===== config.mk =====
export PLATFORM = sky130hd
export DESIGN_NAME = ebrg_bus_arbiter
export DESIGN_NICKNAME = d
export VERILOG_FILES = /design/src/ebrg_pkg.sv /design/src/ebrg_sync_if.sv /design/src/ebrg_req_sync.sv /design/src/ebrg_bus_arbiter.sv
export VERILOG_INCLUDE_DIRS = /design/src
export SDC_FILE = /design/constraint.sdc
export NUM_CORES = 1
export LEC_CHECK = 0
export BUFFER_PORTS_ARGS = -buffer_cell sky130_fd_sc_hd__buf_2
export CORE_ASPECT_RATIO = 2
export CORE_MARGIN = 3
export CORE_UTILIZATION = 43
export DETAILED_ROUTE_END_ITERATION = 8
export PLACE_DENSITY = 0.83
export SETUP_SLACK_MARGIN = 0.2
export SYNTH_ARGS = -nofsm -noshare
export SYNTH_HDL_FRONTEND = slang
export SYNTH_SLANG_ARGS = --single-unit

===== constraint.sdc =====
create_clock -name i_clk -period 3 [get_ports i_clk]
set_input_delay 0.3 -clock i_clk [delete_from_list [all_inputs] [get_ports i_clk]]
set_output_delay 0.3 -clock i_clk [all_outputs]
set_load 0.01 [all_outputs]

===== src/ebrg_params.svh =====
// Constants for the external bus request and grant block
`ifndef EBRG_PARAMS_SVH
`define EBRG_PARAMS_SVH

// ----------------------------------------------------------------------
// Bus widths
// ----------------------------------------------------------------------
`define EBRG_ADDR_W   14
`define EBRG_DATA_W   24
`define EBRG_SEL_W    5

// ----------------------------------------------------------------------
// Select bit positions inside the select vector
// ----------------------------------------------------------------------
`define EBRG_SEL_PROGRAM    0
`define EBRG_SEL_DATA       1
`define EBRG_SEL_BYTE       2
`define EBRG_SEL_COMPOSITE  3
`define EBRG_SEL_IO         4

// ----------------------------------------------------------------------
// Reset values
// ----------------------------------------------------------------------
`define EBRG_SEL_IDLE     5'h1F
`define EBRG_ADDR_RST     14'h0000
`define EBRG_DATA_RST     24'h000000
`define EBRG_PIN_IDLE     1'h1
`define EBRG_SYNC_RST     2'h3

// ----------------------------------------------------------------------
// Timing: request sampling stages before the grant decision
// ----------------------------------------------------------------------
`define EBRG_SYNC_STAGES  2

`endif


===== src/ebrg_pkg.sv =====
// Types shared by the external bus request and grant block
`include "ebrg_params.svh"

package ebrg_pkg;

  // --------------------------------------------------------------------
  // Bus field types
  // --------------------------------------------------------------------
  typedef logic [`EBRG_ADDR_W-1:0] ebrg_addr_type;
  typedef logic [`EBRG_DATA_W-1:0] ebrg_data_type;
  typedef logic [`EBRG_SEL_W-1:0]  ebrg_sel_type;

  // --------------------------------------------------------------------
  // Bus ownership states, one-hot
  // --------------------------------------------------------------------
  typedef enum logic [1:0] {
    EBRG_OWN     = 2'h1,  // Processor owns the external bus
    EBRG_GRANTED = 2'h2   // Bus handed to the outside master
  } ebrg_state_type;

endpackage : ebrg_pkg


===== src/ebrg_sync_if.sv =====
// Carrier between the request pin and its synchroniser
`timescale 1ns/1ns
`default_nettype none

interface ebrg_sync_if;
  logic pin_n;   // Raw request pin, active low, asynchronous
  logic req;     // Synchronised request, active high

  // Synchroniser side: reads the pin, drives the clean request
  modport sync_side (input pin_n, output req);
  // Arbiter side: supplies the pin, reads the clean request
  modport arb_side  (output pin_n, input req);
endinterface : ebrg_sync_if

`default_nettype wire


===== src/ebrg_req_sync.sv =====
// Two-stage synchroniser for the bus request pin
`timescale 1ns/1ns
`default_nettype none

`include "ebrg_params.svh"

module ebrg_req_sync (
  input  wire logic       i_clk,
  input  wire logic       i_rst,
  ebrg_sync_if.sync_side  sync
);
  import ebrg_pkg::*;

  // ----------------------------------------------------------------------
  // Sampling chain
  // ----------------------------------------------------------------------
  logic [`EBRG_SYNC_STAGES-1:0] chain_q;  // Stage 0 is read by stage 1 only

  // Shift the raw pin through the stages; reset to idle (high)
  always_ff @(posedge i_clk) begin
    if (i_rst) begin
      chain_q <= `EBRG_SYNC_RST;
    end else begin
      chain_q <= {chain_q[`EBRG_SYNC_STAGES-2:0], sync.pin_n};
    end
  end

  // Last stage is the clean request, turned active high
  assign sync.req = ~chain_q[`EBRG_SYNC_STAGES-1];

endmodule : ebrg_req_sync

`default_nettype wire


===== src/ebrg_bus_arbiter.sv =====
// External bus request and grant arbiter inside the processor
`timescale 1ns/1ns
`default_nettype none

`include "ebrg_params.svh"

module ebrg_bus_arbiter (
  input  wire logic                   i_clk,
  input  wire logic                   i_rst,
  input  wire logic                   i_ext_bus_request_n,
  input  wire logic                   i_run_on_en,
  input  wire logic                   i_proc_in_reset,
  input  wire logic                   i_ext_access_active,
  input  wire logic                   i_ext_access_needed,
  input  wire logic                   i_byte_memory_dma_needed,
  input  wire ebrg_pkg::ebrg_addr_type i_addr,
  input  wire ebrg_pkg::ebrg_data_type i_data,
  input  wire logic                   i_data_drive,
  input  wire ebrg_pkg::ebrg_sel_type  i_sel_n,
  input  wire logic                   i_rd_n,
  input  wire logic                   i_wr_n,
  output var  logic                   o_bus_granted_n,
  output var  logic                   o_grant_hang_n,
  output var  logic                   o_halt,
  output var  ebrg_pkg::ebrg_addr_type o_addr,
  output var  logic                   o_addr_oe,
  output var  ebrg_pkg::ebrg_data_type o_data,
  output var  logic                   o_data_oe,
  output var  ebrg_pkg::ebrg_sel_type  o_sel_n,
  output var  logic                   o_sel_oe,
  output var  logic                   o_rd_n,
  output var  logic                   o_wr_n,
  output var  logic                   o_strobe_oe
);
  import ebrg_pkg::*;

  // ----------------------------------------------------------------------
  // Declarations
  // ----------------------------------------------------------------------
  ebrg_sync_if    req_if ();        // Pin to synchroniser carrier
  logic           req_s;            // Clean request, active high
  ebrg_state_type state_q;          // Bus ownership state
  ebrg_state_type state_d;          // Next ownership state
  logic           grant_d;          // Bus given away next cycle
  logic           need_bus;         // Core waits on an external access or byte-memory DMA needs the bus
  logic           halt_d;           // Execution stopped next cycle
  logic           hang_d;           // Hang indicator next cycle

  // ----------------------------------------------------------------------
  // Request synchroniser
  // ----------------------------------------------------------------------
  assign req_if.pin_n = i_ext_bus_request_n;

  ebrg_req_sync u_sync (
    .i_clk (i_clk),
    .i_rst (i_rst),
    .sync  (req_if.sync_side)
  );

  assign req_s = req_if.req;

  // ----------------------------------------------------------------------
  // Ownership decision
  // ----------------------------------------------------------------------
  // Processor reset does not enter here: requests work in reset and boot
  always_comb begin
    state_d = state_q;
    case (state_q)
      EBRG_OWN: begin
        // Wait out any access in flight; grant in the gap between two accesses
        if (req_s && !i_ext_access_active) begin
          state_d = EBRG_GRANTED;
        end
      end
      EBRG_GRANTED: begin
        // Master has let go: take the bus back
        if (!req_s) begin
          state_d = EBRG_OWN;
        end
      end
      default: begin
        state_d = EBRG_OWN;
      end
    endcase
  end

  assign grant_d  = (state_d == EBRG_GRANTED);
  assign need_bus = i_ext_access_needed | i_byte_memory_dma_needed;
  // Stop unless run-on lets the core carry on without the bus
  assign halt_d   = grant_d & (~i_run_on_en | need_bus);
  // Stopped for want of the bus while it is away
  assign hang_d   = grant_d & need_bus;

  // State register
  always_ff @(posedge i_clk) begin
    if (i_rst) begin
      state_q <= EBRG_OWN;
    end else begin
      state_q <= state_d;
    end
  end

  // ----------------------------------------------------------------------
  // Grant, halt and hang outputs
  // ----------------------------------------------------------------------
  always_ff @(posedge i_clk) begin
    if (i_rst) begin
      o_bus_granted_n <= 1'h1;
      o_grant_hang_n  <= 1'h1;
      o_halt          <= 1'h0;
    end else begin
      o_bus_granted_n <= ~grant_d;
      o_grant_hang_n  <= ~hang_d;
      o_halt          <= halt_d;
    end
  end

  // ----------------------------------------------------------------------
  // External bus drivers
  // ----------------------------------------------------------------------
  // Values always follow the core; enables drop while granted away
  always_ff @(posedge i_clk) begin
    if (i_rst) begin
      o_addr      <= `EBRG_ADDR_RST;
      o_data      <= `EBRG_DATA_RST;
      o_sel_n     <= `EBRG_SEL_IDLE;
      o_rd_n      <= `EBRG_PIN_IDLE;
      o_wr_n      <= `EBRG_PIN_IDLE;
      o_addr_oe   <= 1'h1;
      o_data_oe   <= 1'h0;
      o_sel_oe    <= 1'h1;
      o_strobe_oe <= 1'h1;
    end else begin
      o_addr      <= i_addr;
      o_data      <= i_data;
      o_sel_n     <= i_sel_n;
      o_rd_n      <= i_rd_n;
      o_wr_n      <= i_wr_n;
      o_addr_oe   <= ~grant_d;
      o_data_oe   <= ~grant_d & i_data_drive;
      o_sel_oe    <= ~grant_d;
      o_strobe_oe <= ~grant_d;
    end
  end

  // ----------------------------------------------------------------------
  // Assertions
  // ----------------------------------------------------------------------
  a_grant_on_req: assert property (
    @(posedge i_clk) disable iff (i_rst)
    (state_q == EBRG_OWN && req_s && !i_ext_access_active && !i_run_on_en)
      |=> (!o_bus_granted_n && o_halt))
    else $error("request on idle bus not granted with halt");

  a_float_drivers: assert property (
    @(posedge i_clk) disable iff (i_rst)
    !o_bus_granted_n |-> !(o_addr_oe || o_data_oe || o_sel_oe || o_strobe_oe))
    else $error("bus driver enabled while granted");

  a_run_on_keeps: assert property (
    @(posedge i_clk) disable iff (i_rst)
    (state_q == EBRG_GRANTED && req_s && i_run_on_en && !need_bus)
      |=> (!o_bus_granted_n && !o_halt))
    else $error("run-on mode halted without a bus need");

  a_wait_access: assert property (
    @(posedge i_clk) disable iff (i_rst)
    (state_q == EBRG_OWN && i_ext_access_active)
      |=> (o_bus_granted_n && o_addr_oe))
    else $error("bus granted during an external access");

  a_grant_between: assert property (
    @(posedge i_clk) disable iff (i_rst)
    (state_q == EBRG_OWN && req_s && $fell(i_ext_access_active))
      |=> !o_bus_granted_n)
    else $error("pending request not granted between accesses");

  a_release_bus: assert property (
    @(posedge i_clk) disable iff (i_rst)
    (state_q == EBRG_GRANTED && !req_s)
      |=> (o_bus_granted_n && o_addr_oe && o_sel_oe && !o_halt))
    else $error("bus not returned after request withdrawn");

  a_reset_honour: assert property (
    @(posedge i_clk) disable iff (i_rst)
    (i_proc_in_reset && state_q == EBRG_OWN && req_s && !i_ext_access_active)
      |=> !o_bus_granted_n)
    else $error("request ignored while processor in reset");

  a_hang_raise: assert property (
    @(posedge i_clk) disable iff (i_rst)
    (state_q == EBRG_GRANTED && req_s && need_bus)
      |=> (!o_grant_hang_n && o_halt))
    else $error("hang not raised while stopped needing bus");

  a_hang_clear: assert property (
    @(posedge i_clk) disable iff (i_rst)
    (!o_grant_hang_n && state_q == EBRG_GRANTED && !req_s)
      |=> (o_grant_hang_n && o_bus_granted_n && !o_halt))
    else $error("hang or grant kept after request withdrawn");

  a_sync_delay: assert property (
    @(posedge i_clk) disable iff (i_rst)
    $fell(i_ext_bus_request_n) ##1 !i_ext_bus_request_n |=> req_s)
    else $error("request not seen two cycles after the pin");

endmodule : ebrg_bus_arbiter

`default_nettype wire


==> results of run 1 <==
final cells by class:
type | count | area (um^2) | area share, %
well taps | 48 | 60.1 | 2.76
inverters | 3 | 11.3 | 0.517
multi-input cells | 65 | 434 | 19.9
clock inverters | 1 | 7.51 | 0.345
flip-flops and latches | 53 | 1060 | 48.7
repair buffers | 104 | 520 | 23.9
clock buffers | 6 | 82.6 | 3.79
power breakdown:
part / total (mW) / internal [mW] / leakage (nW) / switching [mW]
logic: 0.157 / 0.0841 / 0.599 / 0.0733
registers: 0.754 / 0.742 / 0.441 / 0.0124
clock network: 0.386 / 0.182 / 0.0433 / 0.204
total: 1.30 / 1.01 / 1.08 / 0.290
path summary, 6_finish.rpt:
path	startpoint	endpoint	slack, ns	cells after the start
setup / recovery	state_q[0]$_SDFF_PP1_	o_grant_hang_n$_SDFF_PP1_	1.53	5
hold / removal	i_run_on_en	o_halt$_SDFF_PP0_	0.17	2
setup reg to reg	state_q[0]$_SDFF_PP1_	o_grant_hang_n$_SDFF_PP1_	1.53	5
hold reg to reg	u_sync.chain_q[0]$_SDFF_PP1_	u_sync.chain_q[1]$_SDFF_PP1_	0.41	1
through the flow:
| stage | setup slack [ns] | instance area, um^2 | total power [mW] | hold WS (ns) | std cells |
|---|---|---|---|---|---|
| 2_1_floorplan | 1.61 | 1550 | 0.858 | 0.389 | 129 |
| 3_3_place_gp | 1.55 | 2090 | 0.924 | 0.392 | 273 |
| 3_5_place_dp | 1.50 | 2090 | 0.932 | 0.394 | 273 |
| 4_1_cts | 1.52 | 2180 | 1.32 | 0.155 | 280 |
| 5_1_grt | 1.43 | 2180 | 1.38 | 0.148 | 280 |
| 6_report | 1.53 | 2180 | 1.30 | 0.167 | 280 |
cell families after synthesis:
kind of cell | after synthesis
AO/OA/AOI/OAI | 7
adder cells (fa/ha/maj) | 2
buffers and inverters | 11
flip-flops | 53
AND/OR/NAND/NOR | 56
state kept, by name, summed over array words and instances (netlist names):
register,flops
o_data,24
state_q,2
o_wr_n,1
o_rd_n,1
o_grant_hang_n,1
o_halt,1
o_data_oe,1
o_addr,14
o_strobe_oe,1
o_sel_n,5
u_sync.chain_q,2
cells in the final DEF, fill, tap and decap left out, drive strengths merged:
master / instances
or2: 10
clkinvlp: 1
and3b: 1
o211ai: 2
dfxtp: 53
nor2: 2
a21oi: 2
inv: 3
and2: 1
nand2b: 1
buf: 104
nor2b: 38
ha: 2
nand2: 2
clkbuf: 6
o21ai: 3
and3: 1
layer usage:
layer	vias to the layer above	part of all wire (%)
li1	593	-
met1	509	33
met2	65	54
met3	6	10
met4	0	2.6
met5	-	0
worst max-delay path: cells and delay by family, from the launching register on:
family                   cells  cell delay, ns
adder cells (fa/ha/maj)      1            0.31
AND/OR/NAND/NOR              2            0.52
AO/OA/AOI/OAI                1            0.07
buffers and inverters        1            0.06
flip-flops                   1            0.40
==> metrics.txt, run 1 <==
run status=finished clean; critical setup path kind=flip-flop to flip-flop; top_reg_cell synth=dfxtp_1; Yosys cell types=21; Antenna diodes=0; Post-Route WL=just over 3000 um; Via Count=1173; global route hottest layer=met2; largest net degree at the start of global routing=between 40 and 50; final worst clock skew=0.00581 ns; grt ovf=0; drt first pass iters=2; post-CTS setup buffer count=0; number of global-route vias before repair=between 1000 and 1500; DRT iter0 DRCs=8; initial antenna violation count=0; Num CTS Buffers=5; Synth area leader=dfxtp_1; Worst VDD drop=approximately 0.55 mV; gp weighted congestion=a little over 0.7; row cnt=30; Critical Path Sink Type=flip-flop; Final Hold Fails=0; detailed-placement wirelength estimate=between 2000 and 2500 um; GR Util met3=6.24%; DR vias/cell=~4.2; post-route antenna net violation count=0; die area=around 4400 um^2; final count of negative-setup-slack endpoints=0; Leak=approximately 1.1 nW; DRC viols=0; Synth Area in Simple Gates=between 20% and 30%; Synth top area share=between 60% and 70%; TritonCTS Sinks=53; Setup crit start kind=flip-flop; Async SR Flop Fraction=0%; Avg Inst Size Synth=~12 um^2; H-tree Lvls=2; num ports=about 110; Max Slew Vio Count=0; CP Max Fanout=4; critical path arrival=approximately 1.7 ns; Yosys reg bits=53; Max clock buf depth=2; Post-synth top cells=dfxtp_1 (53), nor2b_1 (38), or2_2 (6); yosys synthesis warning count=0; worst-skew pair later-pin latency=approximately 0.29 ns; Root Driver=clkbuf_8; met2 usage=~28%; Period minus WS final=roughly 1.5 ns; final core occ=around 64%; Mapped Nets=about 190; Reg clk slew, reported paths=~0.080 ns; WP data required=~3.2 ns; Total GRT Usage=between 10% and 20%; most numerous cell in the Yosys netlist=dfxtp_1; mux contribution to synthesized area=0%; TritonCTS clock tree=done; ranking of synthesized cells by area=dfxtp_1 (68%), nor2b_1 (15%), or2_2 (2.4%), ha_1 (1.6%), or2_1 (1.6%); Die Height=around 91 um; crit-path cells=inv_1 > ha_1 > and3b_4 > o211ai_4 > or2_1; Layout area overhead=40.3%; port bufs=~100; worst hold-check path type=input pin to flip-flop; relative slew slack=around 50%; wire per inst=11.0 um; FMAX=just under 700 MHz; met1 Track Usage GR=12.0%; Die X=around 48 um; fillers=just over 300; core area=around 3400 um^2; Synth Area in Compound Gates=about 4.0%; initial core utilization=45.4%; sequential element share of the synthesized area=between 60 and 70%; Critical Path Max Stage Delay=around 0.40 ns; Cells after Synth=between 100 and 150; xor and xnor fraction of the mapped netlist area=0%; Final period util=48.9%; number of synthesized flops with an enable pin=0; Post-Synth Adder-Cell Area=around 1.6%; Final #Nets=around 290; largest family of logic cells by synthesized area=simple AND/OR/NAND/NOR gates; TNS Setup=0 ns; Slowest cell on crit path=dfxtp_1; PostCTS Resize Cnt=0; hold buffer count at CTS=0; first-pass GRT wire length=~4900 um; worst-margin pin slew=approximately 0.74 ns; unrepaired setup endpoints after global routing=false; post-synthesis cell area=1550 um^2; Cell Pwr Density=approximately 600 nW/um^2; maxcap violations=0; share of layout cells above drive strength 1=between 50% and 60%
Note: power is estimated with default switching activity, not from simulation.
==> run 2: changes to the inputs <==
--- a/config.mk
+++ b/config.mk
@@ -9,9 +9,9 @@
 export BUFFER_PORTS_ARGS = -buffer_cell sky130_fd_sc_hd__buf_2
 export CORE_ASPECT_RATIO = 2
 export CORE_MARGIN = 3
-export CORE_UTILIZATION = 43
+export CORE_UTILIZATION = 40
 export DETAILED_ROUTE_END_ITERATION = 8
-export PLACE_DENSITY = 0.83
+export PLACE_DENSITY = 0.78
 export SETUP_SLACK_MARGIN = 0.2
 export SYNTH_ARGS = -nofsm -noshare
 export SYNTH_HDL_FRONTEND = slang
==> constraint.sdc (replaced) <==
create_clock -name i_clk -period 1.5 [get_ports i_clk]
set_input_delay 0.15 -clock i_clk [delete_from_list [all_inputs] [get_ports i_clk]]
set_output_delay 0.15 -clock i_clk [all_outputs]
set_load 0.01 [all_outputs]
==> metrics.txt, run 2 (same netlist as run 1, synthesis figures left out) <==
run status=finished clean; Die X=approximately 50 um; share of layout cells above drive strength 1=between 50% and 60%; crit-path cells=inv_2 > ha_4 > and3b_4 > o211ai_4 > or2_1; Via Count=about 1200; detailed-placement wirelength estimate=about 2800 um; Period minus WS final=1.33 ns; Final #Nets=just under 300; num ports=~110; Critical Path Sink Type=flip-flop; Worst VDD drop=around 0.75 mV; gp weighted congestion=roughly 0.7; Cell Pwr Density=1170 nW/um^2; reg2reg setup slack=around 0.17 ns; commonest cells after routing, fill and taps aside=buf_2 (104), dfxtp_1 (51), nor2b_1 (38); Leak=approximately 1.1 nW; Setup crit start kind=flip-flop; Post-Route WL=about 3500 um; port bufs=~100; Slowest cell on crit path=dfxtp_4; max reg flops=24; overall power=roughly 2.6 mW; Die Height=roughly 94 um; DRC viols=0; CP Max Fanout=4; TNS Setup=0 ns; hold buffer count at CTS=0; WP data required=approximately 1.7 ns; DR vias/cell=~4.2; TritonCTS clock tree=done; worst-margin pin slew=about 0.2 ns; unrepaired setup endpoints after global routing=true; first-pass GRT wire length=around 5000 um; H-tree Lvls=2; Max clock buf depth=2; TritonCTS Sinks=53; Layout area overhead=43.3%; Num CTS Buffers=5; wire per inst=roughly 12 um; largest net degree at the start of global routing=24; final count of negative-setup-slack endpoints=0; critical setup path kind=flip-flop to flip-flop; grt ovf=0; most flop-heavy register=o_data; Final Hold Fails=0; largest registers=o_data: 24 flops, o_addr: 14 flops, o_sel_n: 5 flops; initial antenna violation count=0; die area=about 4700 um^2; DRT iter0 DRCs=9; number of global-route vias before repair=~1200; worst-skew pair later-pin latency=roughly 0.29 ns; Reg clk slew, reported paths=about 0.090 ns; Antenna diodes=0; core area=3680 um^2; initial core utilization=approximately 42%; critical path arrival=1.52 ns; Final period util=88.9%; final worst clock skew=between 0.006 and 0.007 ns; Critical Path Max Stage Delay=between 0.3 and 0.4 ns; row cnt=31; Max Slew Vio Count=0; post-route antenna net violation count=0; FMAX=roughly 750 MHz; drt first pass iters=4; Total GRT Usage=14.8%; relative slew slack=about 87%; maxcap violations=0; worst hold-check path type=input pin to flip-flop; Root Driver=clkbuf_8; commonest non-fill, non-tap cell in the layout=buf_2
-- run 2: worst max-delay path: cells and delay by family, from the launching register on --
family,cells,cell delay [ns]
AO/OA/AOI/OAI,1,0.07
AND/OR/NAND/NOR,2,0.52
adder cells (fa/ha/maj),1,0.21
buffers and inverters,1,0.05
flip-flops,1,0.37
-- run 2: timing repair --
action / in CTS / in global routing
pin swaps: 2 / 1
setup endpoints to repair: 3 / 4
resized for setup: 5 / 3
buffers inserted: 0 / 0
-- run 2: metal layers --
metal	track usage (%)	wire, um	vias up
met4	11.1	180	0
met2	27.6	1960	55
met5	0	0	-
li1	-	-	603
met3	4.77	230	14
met1	12.1	1090	517
-- run 2: per-stage QoR --
| stage | hold WS [ns] | area [um^2] | setup slack [ns] | utilization (%) | cells |
|---|---|---|---|---|---|
| CTS | 0.0166 | 2210 | 0.155 | 59.9 | 284 |
| detailed placement | 0.333 | 2100 | 0.0854 | 57.1 | 276 |
| global route | 0.0167 | 2220 | 0.130 | 60.3 | 284 |
| global placement | 0.325 | 2100 | 0.138 | 57.1 | 276 |
| floorplan | 0.239 | 1550 | 0.168 | - | 129 |
| finish | 0.0271 | 2220 | 0.166 | 60.3 | 284 |
-- run 2: power breakdown --
group / total, mW / switching [mW] / internal [mW] / leakage [nW]
registers: 1.51 / 0.0272 / 1.49 / 0.442
logic: 0.346 / 0.161 / 0.185 / 0.610
clock network: 0.741 / 0.417 / 0.324 / 0.0450
total: 2.60 / 0.605 / 2.00 / 1.10
-- run 2: final timing paths --
path,start,to,depth (start not counted)
worst max-delay path,state_q[0]$_SDFF_PP1_,o_grant_hang_n$_SDFF_PP1_,5
worst min-delay path,i_run_on_en,o_halt$_SDFF_PP0_,2
worst max register to register,state_q[0]$_SDFF_PP1_,o_grant_hang_n$_SDFF_PP1_,5
worst min register to register,u_sync.chain_q[0]$_SDFF_PP1_,u_sync.chain_q[1]$_SDFF_PP1_,1
-- run 2: layout make-up --
type / count / area [um^2]
Multi-Input combinational cell: 65 / 464
Clock buffer: 6 / 72.6
Tap cell: 49 / 61.3
Sequential cell: 53 / 1070
Clock inverter: 2 / 10.0
Timing Repair Buffer: 106 / 536
Fill cell: 329 / 1460
Inverter: 3 / 11.3
==> run 3: changes to the inputs <==
--- a/config.mk
+++ b/config.mk
@@ -7,11 +7,12 @@
 export NUM_CORES = 1
 export LEC_CHECK = 0
 export BUFFER_PORTS_ARGS = -buffer_cell sky130_fd_sc_hd__buf_2
+export CAP_MARGIN = 25
 export CORE_ASPECT_RATIO = 2
 export CORE_MARGIN = 3
-export CORE_UTILIZATION = 40
+export CORE_UTILIZATION = 43
 export DETAILED_ROUTE_END_ITERATION = 8
-export PLACE_DENSITY = 0.78
+export PLACE_DENSITY = 0.83
 export SETUP_SLACK_MARGIN = 0.2
 export SYNTH_ARGS = -nofsm -noshare
 export SYNTH_HDL_FRONTEND = slang
==> constraint.sdc (replaced) <==
create_clock -name i_clk -period 1.6 [get_ports i_clk]
set_input_delay 0.16 -clock i_clk [delete_from_list [all_inputs] [get_ports i_clk]]
set_output_delay 0.16 -clock i_clk [all_outputs]
set_load 0.01 [all_outputs]
==> metrics.txt, run 3 (same netlist as run 1, synthesis figures left out) <==
crit-path cells=buf_4 > ha_4 > nand2b_1 > a21oi_2 > o211ai_4 > or2_1; detailed-placement wirelength estimate=2560 um; final count of negative-setup-slack endpoints=0; Critical Path Sink Type=flip-flop; Period minus WS final=around 1.3 ns; Antenna diodes=0; critical path arrival=1.51 ns; Layout area overhead=43.1%; hold buffer count at CTS=0; crit path launch=state_q[0]$_SDFF_PP1_; unrepaired setup endpoints after global routing=false; FMAX=~760 MHz; Max clock buf depth=2; reg2reg setup slack=between 0.2 and 0.3 ns; most flop-heavy register=o_data; DRT iter0 DRCs=1; wire per inst=~11 um; overall power=around 2.4 mW; Clock power frac=around 28%; r2r startpoint=state_q[0]$_SDFF_PP1_; initial core utilization=between 40% and 50%; num ports=about 110; Root Driver=clkbuf_8; TNS Setup=0 ns; largest registers=o_data: 24 flops, o_addr: 14 flops, o_sel_n: 5 flops; Internal=between 1.5 and 2 mW; core area=roughly 3400 um^2; drt first pass iters=2; Post-Route WL=around 3200 um; CP Max Fanout=3; switch share=a little under a quarter; commonest non-fill, non-tap cell in the layout=buf_2; combinational power share=13.9%; Reg clk slew, reported paths=approximately 0.08 ns; Leak=roughly 1.1 nW; worst-skew pair later-pin latency=a little under 0.3 ns; port bufs=about 100; Cell Pwr Density=1100 nW/um^2; Worst VDD drop=between 0.8 and 0.9 mV; Die X=48.5 um; Final period util=82.8%; DRC viols=0; Setup crit start kind=flip-flop; maxcap violations=0; Total GRT Usage=between 10% and 20%; commonest cells after routing, fill and taps aside=buf_2 (104), dfxtp_1 (51), nor2b_1 (38); HP Start=i_run_on_en; Critical Path Max Stage Delay=0.34 ns; row cnt=30; DR vias/cell=4.14; Reg power frac=approximately 58%; post-route antenna net violation count=0; critical setup path kind=flip-flop to flip-flop; TritonCTS clock tree=done; relative slew slack=80.3%; number of global-route vias before repair=approximately 1200; Die Height=between 90 and 100 um; worst hold-check path type=input pin to flip-flop; WP data required=roughly 1.8 ns; gp weighted congestion=roughly 0.73; largest net degree at the start of global routing=33; H-tree Lvls=2; first-pass GRT wire length=around 4900 um; TritonCTS Sinks=53; Final Hold Fails=0; Num CTS Buffers=5; Via Count=roughly 1200; max reg flops=24; run status=finished clean; worst-margin pin slew=0.296 ns; grt ovf=0; final worst clock skew=between 0.002 and 0.0025 ns; switching pwr=about 0.56 mW; Slowest cell on crit path=dfxtp_2; initial antenna violation count=0; Final #Nets=around 290; share of layout cells above drive strength 1=roughly 54%; Max Slew Vio Count=0; die area=roughly 4400 um^2
==> run 3: cell types whose count changed in the layout (fill, tap and decap cells not counted), sizes merged <==
cell  delta
buf      +1
==> run 3: worst max-delay path: cells and delay by family (launching register included) <==
kind | cells | cell delay, ns
adders and majority gates | 1 | 0.14
buffers and inverters | 1 | 0.12
and+or+nand+nor | 2 | 0.27
AOI/OAI and AO/OA | 2 | 0.34
DFF | 1 | 0.34
==> run 3: through the flow <==
step                      util [%]  hold WS, ns  std cells  area [um^2]  worst slack (ns)
after global placement        61.3        0.332        274         2090             0.182
after CTS                     64.2       0.0192        284         2190             0.212
after detailed placement      61.3        0.340        274         2090             0.136
final                         65.0       0.0349        284         2220             0.276
after global routing          65.0       0.0148        284         2220             0.203
after floorplan                  -        0.249        129         1550             0.213
==> run 3: repair_timing <==
item	4_1_cts	5_1_grt
pin swaps	0	2
setup endpoints to repair	2	2
resized for setup	1	5
buffers inserted	2	0
gates cloned	0	0
==> run 3: worst paths after layout <==
kind                                       end  cells past startpoint
setup / recovery     o_grant_hang_n$_SDFF_PP1_                      6
hold / removal               o_halt$_SDFF_PP0_                      2
setup reg to reg     o_grant_hang_n$_SDFF_PP1_                      6
hold reg to reg   u_sync.chain_q[1]$_SDFF_PP1_                      1
==> run 3: metal layers <==
| metal | wire, um | vias to the layer above | track usage (%) |
|---|---|---|---|
| met5 | 0 | - | 0 |
| met4 | 91 | 0 | 10.7 |
| met3 | 374 | 8 | 8.05 |
| met2 | 1710 | 67 | 26.8 |
| met1 | 1060 | 503 | 11.3 |
| li1 | - | 599 | - |
==> run 3: final cells by class <==
type / instances / area, um^2
Fill cell: 287 / 1200
Sequential cell: 53 / 1060
Timing Repair Buffer: 107 / 543
Multi-Input combinational cell: 65 / 459
Clock buffer: 6 / 72.6
Tap cell: 48 / 60.1
Inverter: 3 / 11.3
Clock inverter: 2 / 10.0
==> run 3: power groups by stage <==
| stage | registers [mW] | clock network, mW | logic, mW |
|---|---|---|---|
| global route | 1.42 | 0.777 | 0.373 |
| floorplan | 1.48 | 0 | 0.128 |
| detailed placement | 1.45 | 0 | 0.303 |
| finish | 1.41 | 0.685 | 0.339 |
| CTS | 1.41 | 0.720 | 0.323 |
| global placement | 1.44 | 0 | 0.290 |
